==> src/vulf_defines.vh <==
`ifndef VULF_DEFINES_VH
`define VULF_DEFINES_VH

// ----------------------------------------------------------------------
// Command codes of the supervision registers.
// ----------------------------------------------------------------------
`define VULF_CODE_OV_WARN    8'h42
`define VULF_CODE_UV_WARN    8'h43
`define VULF_CODE_UV_FAULT   8'h44
`define VULF_CODE_UV_RESP    8'h45

// ----------------------------------------------------------------------
// Reset values of the registers.
// ----------------------------------------------------------------------
`define VULF_RST_OV_WARN     16'hFFFF
`define VULF_RST_UV_WARN     16'h0000
`define VULF_RST_UV_FAULT    16'h0000
`define VULF_RST_UV_RESP     8'h00

// ----------------------------------------------------------------------
// Field positions of the under-voltage reaction register.
// ----------------------------------------------------------------------
`define VULF_RESP_HI         7
`define VULF_RESP_LO         6
`define VULF_RETRY_HI        5
`define VULF_RETRY_LO        3
`define VULF_DLY_HI          2
`define VULF_DLY_LO          0

// ----------------------------------------------------------------------
// Response codes and special retry counts.
// ----------------------------------------------------------------------
`define VULF_RESP_IGNORE     2'h0
`define VULF_RESP_DELAY      2'h1
`define VULF_RESP_RETRY      2'h2
`define VULF_RESP_RESUME     2'h3
`define VULF_RETRY_NONE      3'h0
`define VULF_RETRY_ENDLESS   3'h7

// ----------------------------------------------------------------------
// Widths and timer constants.
// ----------------------------------------------------------------------
`define VULF_THR_W           16
`define VULF_RESP_W          8
`define VULF_UNITS_W         8
`define VULF_ONE_UNIT        8'h01

`endif

==> src/vulf_core.v <==
// Summary of operation
// Over-voltage warning threshold at code 0x42.
// Under-voltage warning threshold at code 0x43.
// Under-voltage fault threshold at code 0x44.
// Response 00: keep regulating on fault.
// Response 01: run delay, then apply retries.
// Response 10: disable at once, then retry.
// Response 11: off only while fault persists.
// Retry 000: no restart, stay off.
// Retry 1..6: that many restarts, then off.
// Retry 111: endless until off or fault.
// Restart starts spaced by the delay.
// Delay field n gives 2^n units.
// One delay for grace and restart spacing.
// Unit length comes from external 0xD2 setting.
// Compare output voltage against each threshold.
`timescale 1ns/1ps
`include "vulf_defines.vh"

module vulf_core
#(
  parameter UNIT_W = 24
)
(
  input  wire                   ref_clk,
  input  wire                   nrst,
  input  wire                   regWrEn,
  input  wire                   regRdEn,
  input  wire [7:0]             regCode,
  input  wire [15:0]            regWrData,
  output reg  [15:0]            regRdData,
  output reg                    regRdValid,
  input  wire [`VULF_THR_W-1:0] voutMeas,
  input  wire [UNIT_W-1:0]      unitCycles,
  input  wire                   runCmd,
  input  wire                   otherFault,
  input  wire                   clearFaults,
  output reg                    outEnable,
  output reg                    ovWarn,
  output reg                    uvWarn,
  output reg                    uvFault,
  output reg                    faultLatched,
  output reg                    retrying
);

  // ----------------------------------------------------------------------
  // State encoding of the fault sequencer.
  // ----------------------------------------------------------------------
  localparam [6:0] ST_IDLE  = 7'h01; // Commanded off.
  localparam [6:0] ST_RUN   = 7'h02; // Regulating normally.
  localparam [6:0] ST_GRACE = 7'h04; // Running through the grace delay.
  localparam [6:0] ST_HOLD  = 7'h08; // Off, waiting before first restart.
  localparam [6:0] ST_TRY   = 7'h10; // Restart attempt in progress.
  localparam [6:0] ST_OFFOK = 7'h20; // Off until the fault goes away.
  localparam [6:0] ST_LATCH = 7'h40; // Off until the fault is cleared.

  // ----------------------------------------------------------------------
  // Storage.
  // ----------------------------------------------------------------------
  reg [`VULF_THR_W-1:0]   ovWarnThr_reg;  // Over-voltage warning level.
  reg [`VULF_THR_W-1:0]   uvWarnThr_reg;  // Under-voltage warning level.
  reg [`VULF_THR_W-1:0]   uvFaultThr_reg; // Under-voltage fault level.
  reg [`VULF_RESP_W-1:0]  uvResp_reg;     // Reaction configuration.
  reg [6:0]               state_reg;      // Sequencer state.
  reg [6:0]               state_next;     // Next sequencer state.
  reg [2:0]               attempt_reg;    // Restarts made so far.
  reg [2:0]               attempt_next;   // Next restart count.
  reg                     outEn_next;     // Next output enable.
  reg                     timerLoad;      // Starts a fresh delay.
  reg [UNIT_W-1:0]        prescale_reg;   // Cycles left in this unit.
  reg [`VULF_UNITS_W-1:0] unitsLeft_reg;  // Units left in the delay.
  reg                     timerRun_reg;   // Delay is counting.

  // Field views of the reaction register.
  wire [1:0] respMode  = uvResp_reg[`VULF_RESP_HI:`VULF_RESP_LO];
  wire [2:0] retryCfg  = uvResp_reg[`VULF_RETRY_HI:`VULF_RETRY_LO];
  wire [2:0] delaySel  = uvResp_reg[`VULF_DLY_HI:`VULF_DLY_LO];
  // The unit tick fires as the last cycle of each unit ends.
  wire       unitTick  = timerRun_reg && (prescale_reg == {UNIT_W{1'b0}});
  // The delay has ended once the final unit ticks away.
  wire       timerDone = unitTick && (unitsLeft_reg == `VULF_ONE_UNIT);

  // Tells whether another restart is allowed after a given count.
  function retryAllowed;
    input [2:0] cfg;
    input [2:0] used;
    retryAllowed = (cfg == `VULF_RETRY_ENDLESS) || (used < cfg);
  endfunction
  // Chooses the state after the output has been shut for a fault.
  function [6:0] afterShutdown;
    input [2:0] cfg;
    afterShutdown = (cfg == `VULF_RETRY_NONE) ? ST_LATCH : ST_HOLD;
  endfunction

  // ----------------------------------------------------------------------
  // Register port and threshold comparators.
  // ----------------------------------------------------------------------
  // Each code stores its value; unknown codes are ignored.
  always @(posedge ref_clk or negedge nrst)
  begin
    if (!nrst)
    begin
      ovWarnThr_reg  <= `VULF_RST_OV_WARN;
      uvWarnThr_reg  <= `VULF_RST_UV_WARN;
      uvFaultThr_reg <= `VULF_RST_UV_FAULT;
      uvResp_reg     <= `VULF_RST_UV_RESP;
    end
    else if (regWrEn)
    begin
      case (regCode)
        // over-voltage warning store
        `VULF_CODE_OV_WARN:  ovWarnThr_reg  <= regWrData;
        // under-voltage warning store
        `VULF_CODE_UV_WARN:  uvWarnThr_reg  <= regWrData;
        // under-voltage fault store
        `VULF_CODE_UV_FAULT: uvFaultThr_reg <= regWrData;
        // The reaction register keeps only its low byte.
        `VULF_CODE_UV_RESP:  uvResp_reg <= regWrData[`VULF_RESP_W-1:0];
        default:             uvResp_reg <= uvResp_reg;
      endcase
    end
  end

  // Read data follows one cycle after the request; unknown codes read zero.
  always @(posedge ref_clk or negedge nrst)
  begin
    if (!nrst)
    begin
      regRdData  <= 16'h0000;
      regRdValid <= 1'b0;
    end
    else
    begin
      regRdValid <= regRdEn;
      if (regRdEn)
      begin
        case (regCode)
          `VULF_CODE_OV_WARN:  regRdData <= ovWarnThr_reg;
          `VULF_CODE_UV_WARN:  regRdData <= uvWarnThr_reg;
          `VULF_CODE_UV_FAULT: regRdData <= uvFaultThr_reg;
          `VULF_CODE_UV_RESP:  regRdData <= {8'h00, uvResp_reg};
          default:             regRdData <= 16'h0000;
        endcase
      end
    end
  end

  // Flags are registered so that the sequencer sees a clean level.
  always @(posedge ref_clk or negedge nrst)
  begin
    if (!nrst)
    begin
      ovWarn  <= 1'b0;
      uvWarn  <= 1'b0;
      uvFault <= 1'b0;
    end
    else
    begin
      // threshold comparisons
      ovWarn  <= (voutMeas > ovWarnThr_reg);
      uvWarn  <= (voutMeas < uvWarnThr_reg);
      uvFault <= (voutMeas < uvFaultThr_reg);
    end
  end

  // ----------------------------------------------------------------------
  // Delay timer.
  // ----------------------------------------------------------------------
  // A load starts 2^n units; each unit lasts unitCycles clock cycles.
  always @(posedge ref_clk or negedge nrst)
  begin
    if (!nrst)
    begin
      prescale_reg  <= {UNIT_W{1'b0}};
      unitsLeft_reg <= `VULF_ONE_UNIT;
      timerRun_reg  <= 1'b0;
    end
    else if (timerLoad)
    begin
      // unit length from outside
      prescale_reg  <= unitCycles - {{(UNIT_W-1){1'b0}}, 1'b1};
      // power-of-two unit count
      unitsLeft_reg <= `VULF_ONE_UNIT << delaySel;
      timerRun_reg  <= 1'b1;
    end
    else if (timerDone)
    begin
      // The delay is spent; the timer rests until loaded again.
      timerRun_reg  <= 1'b0;
    end
    else if (unitTick)
    begin
      // One unit has passed; start counting the next one.
      prescale_reg  <= unitCycles - {{(UNIT_W-1){1'b0}}, 1'b1};
      unitsLeft_reg <= unitsLeft_reg - `VULF_ONE_UNIT;
    end
    else if (timerRun_reg)
    begin
      // Count down the cycles of the current unit.
      prescale_reg  <= prescale_reg - {{(UNIT_W-1){1'b0}}, 1'b1};
    end
  end

  // ----------------------------------------------------------------------
  // Fault sequencer.
  // ----------------------------------------------------------------------
  // Command-off and other faults take priority over the fault reaction.
  always @*
  begin
    state_next   = state_reg;
    attempt_next = attempt_reg;
    outEn_next   = 1'b1;
    timerLoad    = 1'b0;
    if (!runCmd)
    begin
      // commanded off stops retries
      state_next   = ST_IDLE;
      outEn_next   = 1'b0;
      attempt_next = 3'h0;
    end
    else if (otherFault)
    begin
      // other fault stops retries
      state_next = ST_LATCH;
      outEn_next = 1'b0;
    end
    else
    begin
      case (state_reg)
        ST_IDLE:
        begin
          // Turning on begins a fresh run with no restarts counted.
          state_next   = ST_RUN;
          attempt_next = 3'h0;
        end
        ST_RUN:
        begin
          if (uvFault)
          begin
            case (respMode)
              // ignore the fault
              `VULF_RESP_IGNORE: state_next = ST_RUN;
              `VULF_RESP_DELAY:
              begin
                // grace uses the delay
                state_next = ST_GRACE;
                timerLoad  = 1'b1;
              end
              `VULF_RESP_RETRY:
              begin
                // shut down at once
                outEn_next   = 1'b0;
                state_next   = afterShutdown(retryCfg);
                timerLoad    = 1'b1;
                attempt_next = 3'h0;
              end
              default:
              begin
                // off while fault present
                outEn_next = 1'b0;
                state_next = ST_OFFOK;
              end
            endcase
          end
        end
        ST_GRACE:
        begin
          // act on retry setting
          if (timerDone)
          begin
            if (uvFault)
            begin
              outEn_next   = 1'b0;
              state_next   = afterShutdown(retryCfg);
              timerLoad    = 1'b1;
              attempt_next = 3'h0;
            end
            else
            begin
              state_next = ST_RUN;
            end
          end
        end
        ST_HOLD:
        begin
          // Output stays off for one delay, then the first restart starts.
          outEn_next = 1'b0;
          if (timerDone)
          begin
            // restart spacing
            state_next   = ST_TRY;
            timerLoad    = 1'b1;
            attempt_next = attempt_reg + 3'h1;
          end
        end
        ST_TRY:
        begin
          if (timerDone)
          begin
            if (!uvFault)
            begin
              // The restart worked; resume normal supervision.
              state_next   = ST_RUN;
              attempt_next = 3'h0;
            end
            // limited restart count
            else if (retryAllowed(retryCfg, attempt_reg))
            begin
              // next start one delay on
              outEn_next   = 1'b0;
              timerLoad    = 1'b1;
              attempt_next = (retryCfg == `VULF_RETRY_ENDLESS) ?
                             attempt_reg : attempt_reg + 3'h1;
            end
            else
            begin
              // All restarts spent; stay off until cleared.
              outEn_next = 1'b0;
              state_next = ST_LATCH;
            end
          end
        end
        ST_OFFOK:
        begin
          // resume when fault gone
          outEn_next = uvFault ? 1'b0 : 1'b1;
          state_next = uvFault ? ST_OFFOK : ST_RUN;
        end
        ST_LATCH:
        begin
          // off until fault cleared
          outEn_next = 1'b0;
          if (clearFaults)
          begin
            state_next   = ST_RUN;
            outEn_next   = 1'b1;
            attempt_next = 3'h0;
          end
        end
        default:
        begin
          // An illegal code falls back to the safe off state.
          state_next = ST_IDLE;
          outEn_next = 1'b0;
        end
      endcase
    end
  end

  // The enable, latch and retry outputs are flip-flops fed from the next-state logic.
  always @(posedge ref_clk or negedge nrst)
  begin
    if (!nrst)
    begin
      state_reg    <= ST_IDLE;
      attempt_reg  <= 3'h0;
      outEnable    <= 1'b0;
      faultLatched <= 1'b0;
      retrying     <= 1'b0;
    end
    else
    begin
      state_reg    <= state_next;
      attempt_reg  <= attempt_next;
      outEnable    <= outEn_next;
      faultLatched <= (state_next == ST_LATCH);
      retrying     <= (state_next == ST_HOLD) || (state_next == ST_TRY);
    end
  end

endmodule

==> config.mk <==
export PLATFORM = sky130hd
export DESIGN_NAME = vulf_core
export DESIGN_NICKNAME = d
export VERILOG_FILES = /design/src/vulf_core.v
export VERILOG_INCLUDE_DIRS = /design/src
export SDC_FILE = /design/constraint.sdc
export NUM_CORES = 1
export LEC_CHECK = 0
export ABC_CLOCK_PERIOD_IN_PS = 7200
export BUFFER_PORTS_ARGS = -buffer_cell sky130_fd_sc_hd__buf_2
export CORE_MARGIN = 5
export CORE_UTILIZATION = 56
export CTS_CLUSTER_SIZE = 30
export DETAILED_ROUTE_END_ITERATION = 16
export PLACE_DENSITY_LB_ADDON = 0.25
export SLEW_MARGIN = 20
export SYNTH_ARGS = -nofsm -noshare
export SYNTH_HDL_FRONTEND = slang
export SYNTH_SLANG_ARGS = --single-unit
==> constraint.sdc <==
create_clock -name ref_clk -period 7.2 [get_ports ref_clk]
set_input_delay 0.72 -clock ref_clk [delete_from_list [all_inputs] [get_ports ref_clk]]
set_output_delay 0.72 -clock ref_clk [all_outputs]
set_load 0.02 [all_outputs]
After elaboration in Yosys (flattened, before gate mapping)
Index checks and enable logic that the tools add are counted.
{ "totals": {"input_bits": 71, "elab_cells": 132, "ff_bits": 122} }
{ "classes": {"mux": 56, "shifts": 1, "eq_ne": 30, "n_lt_le_gt_ge": 4, "n_addsub": 4, "n_reduce_logical": 20} }
{ "op_table": {"columns": ["op", "count"], "rows": [
  ["$mux W24", 4],
  ["$mux W7", 11],
  ["$pmux W16 S4", 1],
  ["$pmux W7 S7", 1],
  ["$sub A24 B1 Y24 const B", 2],
  ["$mux W3", 12],
  ["$eq A8 B7 Y1 const B", 4],
  ["$lt A16 B16 Y1", 2],
  ["$logic_not A24 Y1", 1],
  ["$mux W8", 3],
  ["$ne A3 B3 Y1 const B", 7],
  ["$pmux W7 S3", 1],
  ["$mux W1", 19],
  ["$pmux W3 S6", 1],
  ["$gt A16 B16 Y1", 1],
  ["$eq A7 B4 Y1 const B", 2],
  ["$eq A7 B5 Y1 const B", 2],
  ["$eq A7 B7 Y1 const B", 2],
  ["$reduce_and A2 Y1", 6],
  ["$reduce_and A11 Y1", 1],
  ["$eq A8 B1 Y1 const B", 1],
  ["$ne A4 B4 Y1 const B", 2],
  ["$shl A1 B3 Y8 const A", 1],
  ["$sub A8 B1 Y8 const B", 1],
  ["other kinds (21)", 27]
]} }

Logic depth before layout (Yosys ltp)
{ "logic_depth": {"word_depth": 10, "ltp_mapped": 10, "ltp_nobuf": 9} }

Worst setup path after synthesis
OpenSTA, ideal clock, no wires.
{ "synth_timing": {"kind": "input -> register", "from": "input port regCode[3]", "to": "register uvResp_reg[0]", "setup_ps": 125, "setup_slack_ps": 4670, "arrival_time_ps": 2406, "required_time_ps": 7075, "path_stages": 7, "cell_sequence": "nor4_1 -> and4b_1 -> clkbuf_1 -> and2_1 -> clkbuf_1 -> nand2_1 -> mux2_2"} }
{ "synth_via": {"elab_chain_cells": 2} }
{ "synth_rtl": {"columns": ["item", "line", "text"], "rows": [
  ["from (decl)", "vulf_core.v:29", "input wire [7:0] regCode,"],
  ["$eq A8 B7 Y1", "vulf_core.v:110", "case (regCode)"],
  ["$reduce_and A2 Y1 (no line)", null, null],
  ["to (signal assigned)", "vulf_core.v:106", "uvResp_reg <= `VULF_RST_UV_RESP;"],
  ["to (signal assigned)", "vulf_core.v:118", "`VULF_CODE_UV_RESP: uvResp_reg <= regWrData[`VULF_RESP_W-1:0];"],
  ["to (signal assigned)", "vulf_core.v:119", "default: uvResp_reg <= uvResp_reg;"],
  ["to (decl)", "vulf_core.v:63", "reg [`VULF_RESP_W-1:0] uvResp_reg;"]
]} }
No other way between the ends.
A chain may end at the register's enable or synchronous reset.

Final worst setup path
{ "layout_timing": {"from": "register prescale_reg[5]", "to": "register prescale_reg[18]"} }
{ "layout_via": {"elab_chain_cells": 9, "word_cells_on_any_way": 17, "cone_classes": "add/sub (1); eq/ne (1); mux (10); reduce/logical (5)"} }
{ "layout_rtl": {"columns": ["item", "line", "text"], "rows": [
  ["from (decl)", "vulf_core.v:70", "reg [UNIT_W-1:0] prescale_reg;"],
  ["from (signal assigned)", "vulf_core.v:174", "prescale_reg <= {UNIT_W{1'b0}};"],
  ["from (signal assigned)", "vulf_core.v:181", "prescale_reg <= unitCycles - {{(UNIT_W-1){1'b0}}, 1'b1};"],
  ["from (signal assigned)", "vulf_core.v:194", "prescale_reg <= unitCycles - {{(UNIT_W-1){1'b0}}, 1'b1};"],
  ["parallel branches: the longest is 9 deep, another holds $sub A24 B1 Y24", null, null]
]} }
Several ways; the timed one is not identified. The select of a mux whose other input is x is not followed.

==> results_dict.tcl <==
set metrics [dict create \
    place_hpwl_um 14800 \
    place_inst 1113 \
    drt-vias-per-instance 6.06 \
    finalSetupViolations 0 \
    skew_ns 0.00709 \
    synth.net_count 1003 \
    synthCells 874 \
    finalHoldViolCount 0 \
    max_clock_freq_ghz 0.301 \
    arrival_ns 3.65 \
    drc 0 \
    drive_above_1_share 0.233 \
    final_nets 1077 \
    largest_register_ffs 24 \
    drv_slew 0 \
    ys.flop_type "dfrtp_1" \
    vias 6933 \
    root_buffer "clkbuf_16" \
    track_usage 0.247 \
    synth-edff-count 0 \
    end_kind "flip-flop" \
    hold_path.class "primary input to asynchronous set/reset pin" \
    post_cts.repair.setup_buffers 0 \
    slowest_stage "a21boi_4" \
    grt_max_degree 81 \
    drtIter0Drc 503 \
    synthTopCellsByArea "dfrtp_1, ha_1, mux2_2" \
    critPathKind "flip-flop to flip-flop" \
    syn2layout_area_growth_pct 14.7 \
    yosysTopAreaCell "dfrtp_1" \
    num_rows 44 \
    start_util 0.566 \
    fin_crit_sh 0.461 \
    power_density_nw_per_um2 203 \
    synth_area_um2 8170 \
    fin_cells 1145 \
    antenna_found_initial 0 \
    tightest_slew_ns 1.03 \
    cp-startpoint "prescale_reg[5]" \
    worst-path-buf-inv 1 \
    worstPathRequired_ns 7.53 \
    path_depth 7 \
    io_pins 94 \
    rsz0062_at_grt "no" \
    relSlewSlack 0.307 \
    ant_nets 0 \
    first_pass_iters 7 \
    dpl_cell_area_um2 8730 \
    hold_ws_ns 0.337 \
    crit_chain "nor3_1, nand3_1, or4_4, a21boi_4, and2_4, inv_2, a2bb2oi_1" \
    r2r_setup_slack_ns 3.88 \
    yosys_warnings 0 \
    r2r_cells 7 \
    wl_um 20300 \
    cts_max_level 4 \
    synth.ff_latch_count 122 \
    antenna_cells 0 \
    detail_route.wl_per_cell_um 17.7 \
    hold_buffers 0 \
    synth_top_area_frac 0.319 \
    peakVddDrop_mv 0.171 \
    numCtsBuffers 17 \
    r2r-start "prescale_reg[5]" \
    slowest_delay_ns 0.61 \
    period_needed_ns 3.32 \
    grt_pass1_vias 6814 \
    globalplace.congestion 0.839 \
    ys_types 68 \
    coreArea_um2 14400 \
    fin_area_um2 9360 \
    r2r_end "prescale_reg[18]" \
    die_x_um 131 \
    die_area_um2 17100 \
    clock_tree.buffer_depth 2 \
    grt_pass1_wl_um 33500 \
    clock-sinks 122 \
    run_status "complete, no violations" \
    syn_area_per_cell_um2 9.34 \
    fp.dieH_um 131 \
    path_max_fanout 25 \
    p_leak_nw 4.03 \
    endpoint "prescale_reg[18]" \
    async_reset_ff_frac 1.00 \
    yosysSeqAreaShare 0.377 \
    io_buffers 93 \
    tritoncts "built" \
    critPathTopFamily "simple AND/OR/NAND/NOR gates" \
    finalSetupTns_ns 0 \
    finalPower_mw 1.90 \
    cap_viol_max_count 0 \
    cts_resized 0 \
    clkSlewWorstSetupHoldPaths_ns 0.06 \
    startpoint_type "flip-flop" \
    clk_latency_ns 0.42 \
    grt_overflow 0 \
]
[where the power goes]
part,switching (mW),total [mW],internal (mW)
Combinational,0.131,0.227,0.0960
Sequential,0.0433,0.772,0.729
Clock,0.324,0.906,0.582
[cells in the final DEF, fill, tap and decap left out, drive strengths merged, types with 5 or more instances in the layout]
cell type  netlist  routed
xor2            13      13
inv             96      98
nand4           16      16
nand3           20      20
clkbuf          30      19
o31ai            7       7
o22ai           33      33
nand2           29      29
a22oi           13      13
nor3            26      26
nor4            18      18
ha              58      58
a21o            19      19
nor2b            7       7
and2             6       6
mux2i            8       8
buf             14      99
a31oi            9       9
xnor2           17      17
a21oi           71      71
and3             7       7
a22o             8       8
o21a             5       5
a211oi           6       6
or4             10      10
a221oi           8       8
nor2            55      55
dfrtp          104     104
nand2b           7       7
nand3b           8       8
o21ai           15      15
mux2            59      59
dfstp           18      18
[cell usage after synthesis (15+ instances only)]
cell type / instances
dfrtp_1: 104
inv_1: 95
a21oi_1: 71
mux2_2: 59
ha_1: 58
nor2_1: 55
o22ai_1: 33
clkbuf_1: 30
nand2_1: 29
nor3_1: 23
nand3_1: 20
a21o_1: 19
dfstp_2: 18
xnor2_1: 17
nand4_1: 16
nor4_1: 15
[worst min-delay path by stage]
stage | to | slack, ns | cells past startpoint
CTS | state_reg[0] | 0.48 | 2
global placement | regRdData[12] | 0.51 | 2
global route | regRdData[5] | 0.40 | 1
detailed placement | uvFaultThr_reg[6] | 0.52 | 1
floorplan | attempt_reg[0] | 0.42 | 0
finish | regRdData[5] | 0.34 | 1
[through the flow]
step / worst slack (ns) / utilization
floorplan: 4.67 / -
detailed placement: 3.86 / 0.606
global route: 3.66 / 0.649
CTS: 3.92 / 0.649
finish: 3.88 / 0.649
global placement: 3.88 / 0.605
[logic make-up after synthesis]
group	count (synthesis)	share of synthesized area
simple gates	232	0.161
compound gates	225	0.183
buf+inv	140	0.0674
flops	122	0.377
mux	67	0.0912
fa+ha+maj	58	0.0889
xor+xnor	30	0.0322
[metal layers]
metal  track usage  routed length [µm]  up-vias
li1              -                   -     3345
met1         0.321                8890     3365
met2         0.416                9970      188
met3        0.0541                1040       35
met4        0.0732                 375        0
met5             0                   0        -
[area by class of cell]
cell class	count	area, µm²
flip-flops and latches	122	3080
inverters	96	360
fillers	1224	5060
repair buffers	99	517
multi-input cells	612	4560
well taps	184	230
clock inverters	13	191
clock buffers	19	433
No activity file was read; power rests on OpenSTA's default activity.
